### config.mk
export PLATFORM = sky130hd
export DESIGN_NAME = rfid_host_irq_tunnel_port
export DESIGN_NICKNAME = d
export VERILOG_FILES = /design/src/tag_port_pkg.sv /design/src/sync_two_flop.sv /design/src/rfid_host_irq_tunnel_port.sv
export VERILOG_INCLUDE_DIRS = /design/src
export SDC_FILE = /design/constraint.sdc
export NUM_CORES = 1
export LEC_CHECK = 0
export ABC_CLOCK_PERIOD_IN_PS = 3100
export BUFFER_PORTS_ARGS = -buffer_cell sky130_fd_sc_hd__buf_4
export CELL_PAD_IN_SITES_DETAIL_PLACEMENT = 1
export CELL_PAD_IN_SITES_GLOBAL_PLACEMENT = 1
export CORE_MARGIN = 2
export CORE_UTILIZATION = 39
export DETAILED_ROUTE_END_ITERATION = 10
export PLACE_DENSITY = 0.74
export SLEW_MARGIN = 20
export SYNTH_ARGS = -nofsm -noshare
export SYNTH_HDL_FRONTEND = slang
export SYNTH_SLANG_ARGS = --single-unit
### constraint.sdc
create_clock -name i_clk -period 3.1 [get_ports i_clk]
set_input_delay 0.62 -clock i_clk [delete_from_list [all_inputs] [get_ports i_clk]]
set_output_delay 0.62 -clock i_clk [all_outputs]
set_load 0.02 [all_outputs]
### src/tag_port_map.svh
`ifndef TAG_PORT_MAP_SVH
`define TAG_PORT_MAP_SVH

// Command codes.
`define CODE_QUERY        8'h28
`define CODE_ANSWER_OK    8'hf8
`define CODE_ANSWER_ERR   8'he8
`define CODE_REG_READ     8'h68
`define CODE_REG_WRITE    8'h78

// irq_source_select bit positions in hw_config_word.
`define SEL_FIELD_EN      0
`define SEL_RF_SRC        1
`define SEL_RF_EN         2

// Register-write data byte bit positions.
`define REGISTER_WRITE_CMD_RESET_REQ    0
`define REGISTER_WRITE_CMD_RF_STOP      4
`define REGISTER_WRITE_CMD_MASK_FIELD   5
`define REGISTER_WRITE_CMD_MASK_RF      6

// Register-read data byte bit positions.
`define REGISTER_READ_CMD_BCC_ERR      0
`define REGISTER_READ_CMD_FIELD_SEEN   3

// Low nibble of the status byte (command_result_field).
`define RES_OK            4'h0
`define RES_ERROR         4'h1
`define RES_BUSY          4'h7
`define RES_SELF_DIAG     4'hb

// Query response start address flags.
`define QADDR_TUNNEL_BIT  6

// Wait-limit tick: 1000 us at 20 MHz.
`define TICK_US           1000
`define CLK_MHZ           20
`define TICK_CYCLES       (`TICK_US * `CLK_MHZ)

`endif

### src/tag_port_pkg.sv
package tag_port_pkg;
    typedef enum logic [2:0] {
        S_IDLE, S_ADDR, S_ADDR_ACK, S_RX, S_RX_ACK, S_TX, S_TX_ACK, S_TX_NEXT
    } bus_state_t;
    typedef enum logic [1:0] {C_IDLE, C_BUSY, C_READY} cmd_state_t;
    typedef enum logic [1:0] {RESP_STATUS, RESP_REG, RESP_QUERY} resp_kind_t;
    typedef enum logic [2:0] {
        T_IDLE, T_WAIT_QUERY, T_QUERY_RESP, T_WAIT_ANSWER, T_ANSWER_RESP
    } tunnel_state_t;
endpackage : tag_port_pkg

### src/sync_two_flop.sv
`timescale 1ns/1ps
`default_nettype none
module sync_two_flop #(
    parameter int W = 1
) (
    input  wire logic         i_clk,
    input  wire logic         i_rst_n,
    input  wire logic [W-1:0] i_async,
    output logic      [W-1:0] o_sync
);
    logic [W-1:0] meta_q;

    always_ff @(posedge i_clk) begin
        if (!i_rst_n) begin
            meta_q <= '0;
            o_sync <= '0;
        end else begin
            meta_q <= i_async;
            o_sync <= meta_q;
        end
    end
endmodule : sync_two_flop
`default_nettype wire

### src/rfid_host_irq_tunnel_port.sv
`timescale 1ns/1ps
`default_nettype none
`include "tag_port_map.svh"
module rfid_host_irq_tunnel_port
    import tag_port_pkg::*;
#(
    parameter logic [6:0]  SLAVE_ADDR  = 7'h2a,
    parameter logic [3:0]  STATUS_HIGH = 4'h0,
    parameter int          TICK_CYC    = `TICK_CYCLES
) (
    input  wire logic        i_clk,
    input  wire logic        i_rst_n,
    input  wire logic        i_scl,
    input  wire logic        i_sda,
    output logic             o_sda_out,
    output logic             o_sda_oe_n,
    output logic             o_irq_low_out_n,
    input  wire logic [2:0]  i_hw_config_word,
    input  wire logic [7:0]  i_query_wait_limit,
    input  wire logic [7:0]  i_answer_wait_limit,
    input  wire logic        i_contact_supply,
    input  wire logic        i_field_present,
    input  wire logic        i_rf_resp_start,
    input  wire logic        i_rf_nvm_done,
    input  wire logic        i_rf_busy,
    input  wire logic        i_self_diag_err,
    input  wire logic        i_bcc_error,
    input  wire logic        i_tunnel_mode,
    input  wire logic        i_tunnel_cmd,
    input  wire logic [1:0]  i_tunnel_sec,
    input  wire logic [11:0] i_tunnel_addr,
    input  wire logic [7:0]  i_tunnel_len,
    input  wire logic [7:0]  i_tunnel_data,
    input  wire logic        i_proc_done,
    input  wire logic [3:0]  i_proc_result,
    output logic [7:0]       o_rx_byte,
    output logic             o_rx_valid,
    output logic             o_cmd_start,
    output logic             o_tunnel_rd,
    output logic             o_tunnel_reply,
    output logic             o_tunnel_reply_ok,
    output logic             o_tunnel_abort,
    output logic             o_rf_stop,
    output logic             o_reset_req
);
    ////////////////////////////////////////////////////////////////////////////////
    // Input synchronisers and bus condition detection.
    logic [3:0] sync_w;
    logic       scl_s, sda_s, field_s, contact_s;
    logic       scl_p_q, sda_p_q, field_p_q;

    sync_two_flop #(.W(4)) u_sync (
        .i_clk   (i_clk),
        .i_rst_n (i_rst_n),
        .i_async ({i_scl, i_sda, i_field_present, i_contact_supply}),
        .o_sync  (sync_w)
    );
    assign {scl_s, sda_s, field_s, contact_s} = sync_w;

    wire scl_rise   = scl_s & ~scl_p_q;
    wire scl_fall   = ~scl_s & scl_p_q;
    wire start_cond = scl_s & scl_p_q & sda_p_q & ~sda_s;
    wire stop_cond  = scl_s & scl_p_q & ~sda_p_q & sda_s;
    wire field_rise = field_s & ~field_p_q;
    wire field_fall = ~field_s & field_p_q;

    ////////////////////////////////////////////////////////////////////////////////
    // Serial slave state.
    bus_state_t    bus_q;
    logic [7:0]    sh_q, tx_sh_q;
    logic [2:0]    bit_q;
    logic          rw_q, ack_q, oe_n_q;
    logic [7:0]    rx_cnt_q, tx_idx_q;
    logic [7:0]    code_q, arg_q;
    logic          wr_end_q;

    cmd_state_t    cmd_q;
    resp_kind_t    resp_q;
    tunnel_state_t tun_q;
    logic [3:0]    result_q;
    logic          after_reg_q, reset_pend_q;
    logic [2:0]    mask_q;
    logic          irq_pend_q;
    logic [14:0]   tick_q;
    logic [7:0]    wait_q;

    wire [7:0] rx_next  = {sh_q[6:0], sda_s};
    wire       addr_hit = (bus_q == S_ADDR) && scl_rise && (bit_q == 3'h7)
                          && (sh_q[6:0] == SLAVE_ADDR);
    wire       rd_hit   = addr_hit && sda_s;
    wire       byte_in  = (bus_q == S_RX) && scl_rise && (bit_q == 3'h7);
    wire       rd_end   = rw_q && ((bus_q == S_TX_ACK && scl_rise && sda_s)
                          || (stop_cond && bus_q != S_IDLE && bus_q != S_ADDR));
    wire       wr_end   = stop_cond && !rw_q && (rx_cnt_q != 8'h00) && wr_end_q;

    ////////////////////////////////////////////////////////////////////////////////
    // Response byte selection.
    wire [7:0] status_w = {STATUS_HIGH, result_q};
    wire [3:0] poll_res = (after_reg_q && i_self_diag_err) ? `RES_SELF_DIAG :
                          (after_reg_q && i_rf_busy) ? `RES_BUSY : result_q;
    wire [7:0] poll_w   = {STATUS_HIGH, poll_res};
    wire [7:0] reg_w    = {1'b0, mask_q[2], mask_q[1], o_rf_stop, field_s, 2'b00,
                           i_bcc_error};
    wire [7:0] qhi_w    = {1'b0, 1'b1, i_tunnel_sec, i_tunnel_addr[11:8]};
    wire [7:0] tx_byte  =
        (cmd_q != C_READY)                             ? poll_w :
        (tx_idx_q == 8'h00)                            ? status_w :
        (resp_q == RESP_REG && tx_idx_q == 8'h01)      ? reg_w :
        (resp_q == RESP_QUERY && tx_idx_q == 8'h01)    ? qhi_w :
        (resp_q == RESP_QUERY && tx_idx_q == 8'h02)    ? i_tunnel_addr[7:0] :
        (resp_q == RESP_QUERY && tx_idx_q == 8'h03)    ? i_tunnel_len :
        (resp_q == RESP_QUERY)                         ? i_tunnel_data :
                                                         status_w;

    ////////////////////////////////////////////////////////////////////////////////
    // Byte-level serial slave; acks its own address and every written byte.
    always_ff @(posedge i_clk) begin
        if (!i_rst_n) begin
            bus_q    <= S_IDLE;
            sh_q     <= 8'h00;
            tx_sh_q  <= 8'h00;
            bit_q    <= 3'h0;
            rw_q     <= 1'b0;
            ack_q    <= 1'b0;
            oe_n_q   <= 1'b1;
            rx_cnt_q <= 8'h00;
            tx_idx_q <= 8'h00;
            code_q   <= 8'h00;
            arg_q    <= 8'h00;
            wr_end_q <= 1'b0;
            scl_p_q  <= 1'b1;
            sda_p_q  <= 1'b1;
            field_p_q <= 1'b0;
        end else begin
            scl_p_q   <= scl_s;
            sda_p_q   <= sda_s;
            field_p_q <= field_s;
            if (start_cond) begin
                bus_q    <= S_ADDR;
                bit_q    <= 3'h0;
                oe_n_q   <= 1'b1;
                wr_end_q <= 1'b0;
            end else if (stop_cond) begin
                bus_q  <= S_IDLE;
                oe_n_q <= 1'b1;
            end else begin
                case (bus_q)
                    S_ADDR: if (scl_rise) begin
                        sh_q  <= rx_next;
                        bit_q <= bit_q + 3'h1;
                        if (bit_q == 3'h7) begin
                            bus_q    <= addr_hit ? S_ADDR_ACK : S_IDLE;
                            rw_q     <= sda_s;
                            ack_q    <= 1'b0;
                            rx_cnt_q <= 8'h00;
                            tx_idx_q <= 8'h00;
                            wr_end_q <= addr_hit && !sda_s;
                        end
                    end
                    S_ADDR_ACK: if (scl_fall) begin
                        if (!ack_q) begin
                            ack_q  <= 1'b1;
                            oe_n_q <= 1'b0;
                        end else if (rw_q) begin
                            bus_q   <= S_TX;
                            tx_sh_q <= tx_byte;
                            oe_n_q  <= tx_byte[7];
                        end else begin
                            bus_q  <= S_RX;
                            oe_n_q <= 1'b1;
                        end
                    end
                    S_RX: if (scl_rise) begin
                        sh_q  <= rx_next;
                        bit_q <= bit_q + 3'h1;
                        if (bit_q == 3'h7) begin
                            bus_q <= S_RX_ACK;
                            ack_q <= 1'b0;
                            if (rx_cnt_q == 8'h00) code_q <= rx_next;
                            if (rx_cnt_q == 8'h01) arg_q <= rx_next;
                            if (rx_cnt_q != 8'hff) rx_cnt_q <= rx_cnt_q + 8'h01;
                        end
                    end
                    S_RX_ACK: if (scl_fall) begin
                        ack_q  <= 1'b1;
                        oe_n_q <= ack_q;
                        if (ack_q) bus_q <= S_RX;
                    end
                    S_TX: if (scl_fall) begin
                        bit_q <= bit_q + 3'h1;
                        if (bit_q == 3'h7) begin
                            bus_q  <= S_TX_ACK;
                            oe_n_q <= 1'b1;
                        end else begin
                            tx_sh_q <= {tx_sh_q[6:0], 1'b0};
                            oe_n_q  <= tx_sh_q[6];
                        end
                    end
                    S_TX_ACK: if (scl_rise) begin
                        bus_q <= sda_s ? S_IDLE : S_TX_NEXT;
                        if (!sda_s && tx_idx_q != 8'hff) tx_idx_q <= tx_idx_q + 8'h01;
                    end
                    S_TX_NEXT: if (scl_fall) begin
                        bus_q   <= S_TX;
                        tx_sh_q <= tx_byte;
                        oe_n_q  <= tx_byte[7];
                    end
                    default: bus_q <= S_IDLE;
                endcase
            end
        end
    end

    ////////////////////////////////////////////////////////////////////////////////
    // Command decode, processing and response state.
    wire in_tunnel   = i_tunnel_mode;
    wire is_query    = (code_q == `CODE_QUERY);
    wire is_answer   = (code_q == `CODE_ANSWER_OK) || (code_q == `CODE_ANSWER_ERR);
    wire query_ok    = is_query && in_tunnel && (tun_q == T_WAIT_QUERY);
    wire answer_ok   = is_answer && in_tunnel && (tun_q == T_WAIT_ANSWER);
    wire local_cmd   = is_query || is_answer || (code_q == `CODE_REG_READ)
                       || (code_q == `CODE_REG_WRITE);
    wire tick        = (tick_q == 15'(TICK_CYC - 1));
    wire waiting     = (tun_q == T_WAIT_QUERY) || (tun_q == T_WAIT_ANSWER);
    wire [7:0] wait_lim = (tun_q == T_WAIT_QUERY) ? i_query_wait_limit : i_answer_wait_limit;
    wire timeout     = waiting && tick && (wait_q >= wait_lim);
    wire cmd_done    = (wr_end && local_cmd) || (cmd_q == C_BUSY && i_proc_done);

    always_ff @(posedge i_clk) begin
        if (!i_rst_n) begin
            cmd_q        <= C_IDLE;
            resp_q       <= RESP_STATUS;
            result_q     <= `RES_OK;
            after_reg_q  <= 1'b0;
            mask_q       <= 3'h0;
            o_rf_stop    <= 1'b0;
            reset_pend_q <= 1'b0;
            o_reset_req  <= 1'b0;
            o_cmd_start  <= 1'b0;
        end else begin
            o_cmd_start <= wr_end && !local_cmd;
            o_reset_req <= 1'b0;
            if (wr_end) begin
                after_reg_q <= 1'b0;
                resp_q      <= RESP_STATUS;
                if (!local_cmd) begin
                    cmd_q <= C_BUSY;
                end else begin
                    cmd_q    <= C_READY;
                    result_q <= `RES_OK;
                    if (code_q == `CODE_REG_READ) resp_q <= RESP_REG;
                    if (code_q == `CODE_REG_WRITE) begin
                        mask_q       <= {arg_q[`REGISTER_WRITE_CMD_MASK_RF], arg_q[`REGISTER_WRITE_CMD_MASK_FIELD], 1'b0};
                        o_rf_stop    <= arg_q[`REGISTER_WRITE_CMD_RF_STOP];
                        reset_pend_q <= arg_q[`REGISTER_WRITE_CMD_RESET_REQ];
                    end
                    if (is_query) begin
                        if (query_ok) resp_q <= RESP_QUERY;
                        else result_q <= `RES_ERROR;
                    end
                    if (is_answer && !answer_ok) result_q <= `RES_ERROR;
                end
            end else if (cmd_q == C_BUSY && i_proc_done) begin
                cmd_q    <= C_READY;
                result_q <= i_proc_result;
            end else if (rd_end && cmd_q == C_READY) begin
                cmd_q        <= C_IDLE;
                after_reg_q  <= (resp_q == RESP_REG);
                o_reset_req  <= reset_pend_q;
                reset_pend_q <= 1'b0;
            end
        end
    end

    ////////////////////////////////////////////////////////////////////////////////
    // Interrupt sources, masking and release; set wins over clear.
    wire rf_evt    = i_hw_config_word[`SEL_RF_SRC] ? i_rf_nvm_done : i_rf_resp_start;
    wire rf_irq    = i_hw_config_word[`SEL_RF_EN] && rf_evt && !mask_q[2];
    wire fld_irq   = i_hw_config_word[`SEL_FIELD_EN] && field_rise && !mask_q[1];
    wire pwr_irq   = !contact_s && field_rise;
    wire tun_irq   = in_tunnel && i_tunnel_cmd && (tun_q == T_IDLE);
    wire irq_set   = cmd_done || rf_irq || fld_irq || pwr_irq || tun_irq;
    wire irq_clr   = rd_hit || (!contact_s && field_fall);

    always_ff @(posedge i_clk) begin
        if (!i_rst_n) begin
            irq_pend_q      <= 1'b0;
            o_irq_low_out_n <= 1'b1;
        end else begin
            irq_pend_q      <= irq_set | (irq_pend_q & ~irq_clr);
            o_irq_low_out_n <= ~(irq_set | (irq_pend_q & ~irq_clr));
        end
    end

    ////////////////////////////////////////////////////////////////////////////////
    // Tunnel exchange and wait-limit timers.
    always_ff @(posedge i_clk) begin
        if (!i_rst_n) begin
            tun_q             <= T_IDLE;
            tick_q            <= 15'h0000;
            wait_q            <= 8'h00;
            o_tunnel_reply    <= 1'b0;
            o_tunnel_reply_ok <= 1'b0;
            o_tunnel_abort    <= 1'b0;
        end else begin
            o_tunnel_reply <= 1'b0;
            o_tunnel_abort <= 1'b0;
            tick_q         <= (tick || !waiting) ? 15'h0000 : tick_q + 15'h0001;
            if (tick && wait_q != 8'hff) wait_q <= wait_q + 8'h01;
            case (tun_q)
                T_IDLE: if (tun_irq) begin
                    tun_q  <= T_WAIT_QUERY;
                    wait_q <= 8'h00;
                end
                T_WAIT_QUERY: if (timeout || !in_tunnel) begin
                    tun_q          <= T_IDLE;
                    o_tunnel_abort <= 1'b1;
                end else if (wr_end && query_ok) begin
                    tun_q <= T_QUERY_RESP;
                end
                T_QUERY_RESP: if (rd_end && cmd_q == C_READY) begin
                    tun_q  <= T_WAIT_ANSWER;
                    tick_q <= 15'h0000;
                    wait_q <= 8'h00;
                end
                T_WAIT_ANSWER: if (timeout || !in_tunnel) begin
                    tun_q          <= T_IDLE;
                    o_tunnel_abort <= 1'b1;
                end else if (wr_end && answer_ok) begin
                    tun_q             <= T_ANSWER_RESP;
                    o_tunnel_reply_ok <= (code_q == `CODE_ANSWER_OK);
                end
                T_ANSWER_RESP: if (rd_end && cmd_q == C_READY) begin
                    tun_q          <= T_IDLE;
                    o_tunnel_reply <= 1'b1;
                end
                default: tun_q <= T_IDLE;
            endcase
        end
    end

    ////////////////////////////////////////////////////////////////////////////////
    // Received byte stream and tunnel data pacing.
    always_ff @(posedge i_clk) begin
        if (!i_rst_n) begin
            o_rx_byte   <= 8'h00;
            o_rx_valid  <= 1'b0;
            o_tunnel_rd <= 1'b0;
            o_sda_out   <= 1'b0;
            o_sda_oe_n  <= 1'b1;
        end else begin
            o_rx_valid  <= byte_in;
            o_rx_byte   <= byte_in ? rx_next : o_rx_byte;
            o_tunnel_rd <= (bus_q == S_TX_ACK) && scl_rise && !sda_s && rw_q
                           && cmd_q == C_READY && resp_q == RESP_QUERY
                           && tx_idx_q >= 8'h03;
            o_sda_out   <= 1'b0;
            o_sda_oe_n  <= oe_n_q;
        end
    end
endmodule : rfid_host_irq_tunnel_port
`default_nettype wire

Word-level counts from Yosys, hierarchy flattened:

Index checks and enable logic that the tools add are counted.

* ROM bits: 0
* input bits: 67
* memories: 0
* memory bits (writable): 0
* bits in latches: 0
* register bits after elaboration: 123

* equal/unequal tests: 71
* mux-type cells: 96
* multiply operators: 0
* bitwise operators: 25
* order comparisons: 2
* reduce and logical (&&, ||, !) cells: 114
* shift operators: 0
* add/sub/neg operators: 5
* div/mod/pow operators: 0

Operators with widths (count)
* $mux W8: 18
* $mux W3: 23
* $logic_and A1 B1 Y1: 49
* $pmux W8 S2: 3
* $mux W15: 3
* $mux W7: 6
* $ne A4 B4 Y1 const B: 10
* $ne A2 B2 Y1 const B: 17
* $add A8 B1 Y8 const B: 3
* $mux W4: 6
* $ne A8 B8 Y1 const B: 3
* $reduce_and A12 Y1: 2
* $mux W1: 23
* $pmux W3 S7: 1
* $pmux W7 S3: 1
* $eq A3 B3 Y1 const B: 6
* $ne A2 B1 Y1 const B: 9
* $reduce_and A6 Y1: 3
* $eq A8 B1 Y1 const B: 2
* $eq A8 B2 Y1 const B: 2
* $eq A8 B7 Y1 const B: 2
* $eq A8 B8 Y1 const B: 2
* $logic_not A8 Y1: 2
* $mux W2: 8
* other kinds (37): 109

Depth between registers and ports, before layout:

* word-level depth: 14
* depth in mapped cells: 12
* depth with buffers taken out: 10

Cells and area by module:

Synthesis repeated with hierarchy kept, for this count alone.

* cells, all modules: 782
* area total of the unflattened synthesis: 6372.4 um2

Modules (own cells, without submodules)
* rfid_host_irq_tunnel_port: cells an instance 766, times used 1, area each 6162.2 um2, sequential area each 2242.2 um2
* sync_two_flop: cells an instance 16, times used 1, area each 210.2 um2, sequential area each 160.2 um2

Worst setup path after synthesis:

Ideal clock, no wire load.

* path type: register to register
* start: register tun_q[2]
* end: register tun_q[1]
* path slack: 230 ps
* library setup time: 70 ps
* arrival time: 2800 ps
* buffers on the path: 2
* stages on the path, launching flop included: 13
* clock period less this slack: 2870 ps
* path through: dfxtp_1 clkbuf_1 nor2b_1 and2_1 clkbuf_1 mux2_2 ha_1 nor2b_1 o21ai_0 a41o_1 o2111ai_1 a221o_1 a21oi_1

* word-level cells in the longest chain between the ends: 7

Ends and longest elaborated chain
* start, declared: RTL line rfid_host_irq_tunnel_port.sv:79 `tunnel_state_t tun_q;`
* start signal, assigned: RTL line rfid_host_irq_tunnel_port.sv:299 `tun_q <= T_IDLE;`
* start signal, assigned: RTL line rfid_host_irq_tunnel_port.sv:312 `tun_q <= T_WAIT_QUERY;`
* start signal, assigned: RTL line rfid_host_irq_tunnel_port.sv:316 `tun_q <= T_IDLE;`
* $eq A3 B1 Y1 or $eq A3 B2 Y1 (tied branches)
* $mux W8 or $logic_or A1 B1 Y1 (tied branches): RTL line rfid_host_irq_tunnel_port.sv:225, rfid_host_irq_tunnel_port.sv:224
* $ge A8 B8 Y1 or $logic_and A1 B1 Y1 (tied branches): RTL line rfid_host_irq_tunnel_port.sv:226 `wire timeout = waiting && tick && (wait_q >= wait_lim);`
* $logic_and A1 B1 Y1: RTL line rfid_host_irq_tunnel_port.sv:226
* $logic_or A1 B1 Y1: RTL line rfid_host_irq_tunnel_port.sv:315, rfid_host_irq_tunnel_port.sv:326
* $ne A3 B1 Y1 (no line) (tied with other cells)
* $reduce_and A5 Y1 (no line) or $pmux W3 S5 (tied branches)

Several ways; a longest one is shown, not always the timed one.
A chain may end at the register's enable or synchronous reset.

Worst setup path in the final report:

* start: register tun_q[1]
* end: register tun_q[1]

The elaborated chain is that of the path after synthesis.

==> impl_results.md <==
- Worst reg-to-reg path cell count: 11
- Layout cells sized above 1: 16.8%
- Die Span Y: about 130 um
- Clock Skew: 7.49 ps
- Switch share: 24.1%
- Reg2reg start: tun_q[1]
- Die area: 17400 um^2
- Combinational power share: 11.1%
- Gates resized, CTS repair: 0
- Fin Setup TNS: 0 ps
- Placed Cells: 1035
- Most common cell after layout, fill and taps aside: nor2_1
- Max-cap violations: 0
- Synthesis Warnings: 0
- CP max stage delay: roughly 490 ps
- R2R Setup Slk: about 290 ps
- Min-Delay Startpoint: i_tunnel_mode
- Crit. End Element: flip-flop
- Total Routing Usage GR: 21.7%
- Count of input and output buffers: 84
- Max FO, Critical Path: 9
- Count of pins over their slew limit: 0
- Status: finished clean
- Placed inst area: between 7000 and 8000 um^2
- Final ANT Viol Nets: 0
- CP Launch Type: flip-flop
- XOR/XNOR share of the synthesized area: 4.95%
- Core Footprint: 15900 um^2
- Utilization after layout: between 40% and 50%
- Synthesized area: 6360 um^2
- Drt pass-1 iters: 4
- Clock Power Share: 49.5%
- Worst endpoint required time: 3460 ps
- Total Nets Final: 924
- P per Cell Area: 540 nW/um^2
- Register bit count reported by yosys: 120
- Max Fclk: around 360 MHz
- Reg power frac: approximately 39%
- Hold-fix buffers at CTS: 0
- Ant diodes: 0
- Avg Synthesized Cell Area: around 8.3 um^2
- Syn Nets: 850
- Adder-Cell Fraction of Synth Area: 3.74%
- Wire per inst: 17.3 um
- Initial Utilization: 39.9%
- H-tree depth: 4
- Most frequent cells in the layout: 122 x nor2_1, 120 x dfxtp_1, 96 x buf_4
- Via count: 5800
- Final instance area: 7830 um^2
- P&R area growth vs syn: 23.1%
- Crit path kind: reg -> reg
- Final HPWL DP: 13600 um
- Slowest stage cell on the critical path: dfxtp_1
- Post-Route WL: 18400 um
- Cells after Synth: 764
- Slew headroom: 54.4%
- Largest family of logic cells by synthesized area: simple AND/OR/NAND/NOR gates
- Hold path cells: 2
- Fin crit period: 2810 ps
- Peak VDD IR: 0.402 mV
- CTS root buffer: clkbuf_16
- Primary FF master, synth: dfxtp_1
- Crit-path cells: inv_1 > and2_1 > buf_4 > mux2i_1 > ha_1 > a211oi_1 > o21ai_0 > a41o_1 > o2111ai_2 > o311ai_0 > a21oi_1
- Sequential area share after synthesis: a little under two fifths
- Initial DRC Count: 240
- CTS tree: yes
- HP Class: in -> reg
- Post-CTS Setup Bufs: 0
- Total CTS buffers: 17
- EDFF count, synth: 0
- RD Place Congestion: 0.842
- Simple-gate share of the synthesized area: around a quarter
- Yosys cell types: 73
- Initial antenna violation count: 0
- Die width: 132 um
- Gr ovfl total: 0
- DRC viols: 0
- Hold Path End: o_tunnel_abort
- Worst reg2reg endpoint: tun_q[1]
- Async SR Flop Fraction: 0%
- Row cnt: 46
- Vias per Instance: 5.44
- Complex-gate fraction of the synthesized area: 16.2%
- Total internal power: 3.21 mW
- Vias in the first global route: 6078
- Final Hold Viols: 0
- Final worst-path cycle share: 90.8%
- Number of standard cells in the layout, taps in and fillers out: approximately 1100
- First-pass GRT wire length: 30800 um
- RSZ-0062 raised after global routing: no
- Worst-case clock buffer depth: 2
- Largest net degree at the start of global routing: 38
- I/O Pins: 86
- Worst-skew pair later-pin latency: 420 ps
- Leak pwr: 3.09 nW
- Multiplexer area fraction after synthesis: under 10%
- Final setup viols: 0
- Slew @ Worst Pin: 684 ps
- P_sw: 1.02 mW
- Clock Sinks: 120
- Crit path DAT: 3170 ps
- Tot Pwr: 4.23 mW
- CTS clock-pin slew for the worst setup and hold paths: 60 ps
-- cell families (layout without fill, tap and decap cells) --
family,count (synthesis),in the layout
fa+ha+maj,19,19
flops,120,120
simple gates,321,321
buf+inv,62,148
mux,48,48
other cells,1,1
xor+xnor,36,36
compound gates,157,157
-- critical path: cells and delay by family, from the launching register on --
family,cells,cell delay [ps]
buf+inv,2,340
fa+ha+maj,1,270
compound gates,6,1240
mux,1,190
simple gates,1,200
flops,1,490
-- area by class of cell --
class                      count  area, um^2
tap                          216         270
timing repair buffer          97         741
fill                        1899        8110
sequential                   120        2400
inverter                      20        75.1
clock inverter                 8         144
clock buffer                  23         478
multi-input combinational    582        3720
-- layer usage --
metal / part of all wire [%] / vias to the layer above / global-route usage [%]
li1: - / 2864 / -
met1: 46 / 2775 / 27.0
met3: 4.7 / 31 / 4.42
met5: 0 / - / 0
met4: 2.2 / 0 / 8.33
met2: 48 / 130 / 37.0
-- flip-flops by register name (all words and copies together), names as in the netlist, 7 cells and up --
register	count
wait_q	8
tx_idx_q	8
rx_cnt_q	8
sh_q	7
tx_sh_q	7
tick_q	15
o_rx_byte	8
code_q	8
-- power by group through the flow --
stage                     Sequential [mW]  Combinational, mW  Clock (mW)
after floorplan                      1.64              0.345           0
after global placement               1.69              0.450           0
after detailed placement             1.70              0.466           0
after CTS                            1.66              0.472        2.13
after global routing                 1.67              0.525        2.20
final                                1.67              0.471        2.09
-- stage by stage --
stage          hold slack (ps)  setup slack (ps)
4_1_cts                    389               122
5_1_grt                    398              17.1
3_5_place_dp               422               122
3_3_place_gp               417               471
6_report                   396               285
2_1_floorplan              412               230
-- worst max path at each step --
stage | endpoint | slack (ps) | cells past startpoint | start
finish | tun_q[1] | 290 | 11 | tun_q[1]
global route | tun_q[1] | 20 | 11 | tun_q[0]
CTS | tun_q[1] | 120 | 11 | tun_q[1]
detailed placement | tun_q[1] | 120 | 11 | tun_q[0]
global placement | tun_q[1] | 470 | 11 | tun_q[1]
floorplan | tun_q[1] | 230 | 12 | tun_q[2]
-- cells in the mapped netlist (3+ instances only) --
| cell | count | area share, % |
|---|---|---|
| o221ai_1 | 4 | 0.55 |
| nor2b_1 | 17 | 1.7 |
| dfxtp_1 | 120 | 38 |
| nand2b_1 | 15 | 1.5 |
| o22ai_1 | 6 | 0.59 |
| xor2_1 | 24 | 3.3 |
| nor2_1 | 122 | 7.2 |
| o21ai_0 | 33 | 2.6 |
| or2_2 | 3 | 0.29 |
| a21oi_1 | 43 | 3.4 |
| a211oi_1 | 6 | 0.71 |
| o311ai_0 | 4 | 0.55 |
| and4_1 | 9 | 1.2 |
| inv_1 | 20 | 1.2 |
| a31oi_1 | 14 | 1.4 |
| a22oi_1 | 7 | 0.83 |
| nor4bb_1 | 3 | 0.47 |
| ha_1 | 19 | 3.7 |
| nor4_1 | 6 | 0.59 |
| clkbuf_1 | 30 | 1.8 |
| o21a_1 | 6 | 0.71 |
| nor3b_1 | 5 | 0.59 |
| and2_1 | 14 | 1.4 |
| buf_2 | 7 | 0.55 |
| nor3_1 | 10 | 0.79 |
| xnor2_1 | 12 | 1.7 |
| nand2_1 | 47 | 2.8 |
| buf_1 | 3 | 0.18 |
| o31ai_1 | 5 | 0.59 |
| mux2i_1 | 47 | 7.4 |
| nand3b_1 | 6 | 0.71 |
| nand3_1 | 25 | 2.0 |
| nand4_1 | 14 | 1.4 |
| and3_1 | 8 | 0.79 |
Power figures use the tool's default switching activity.
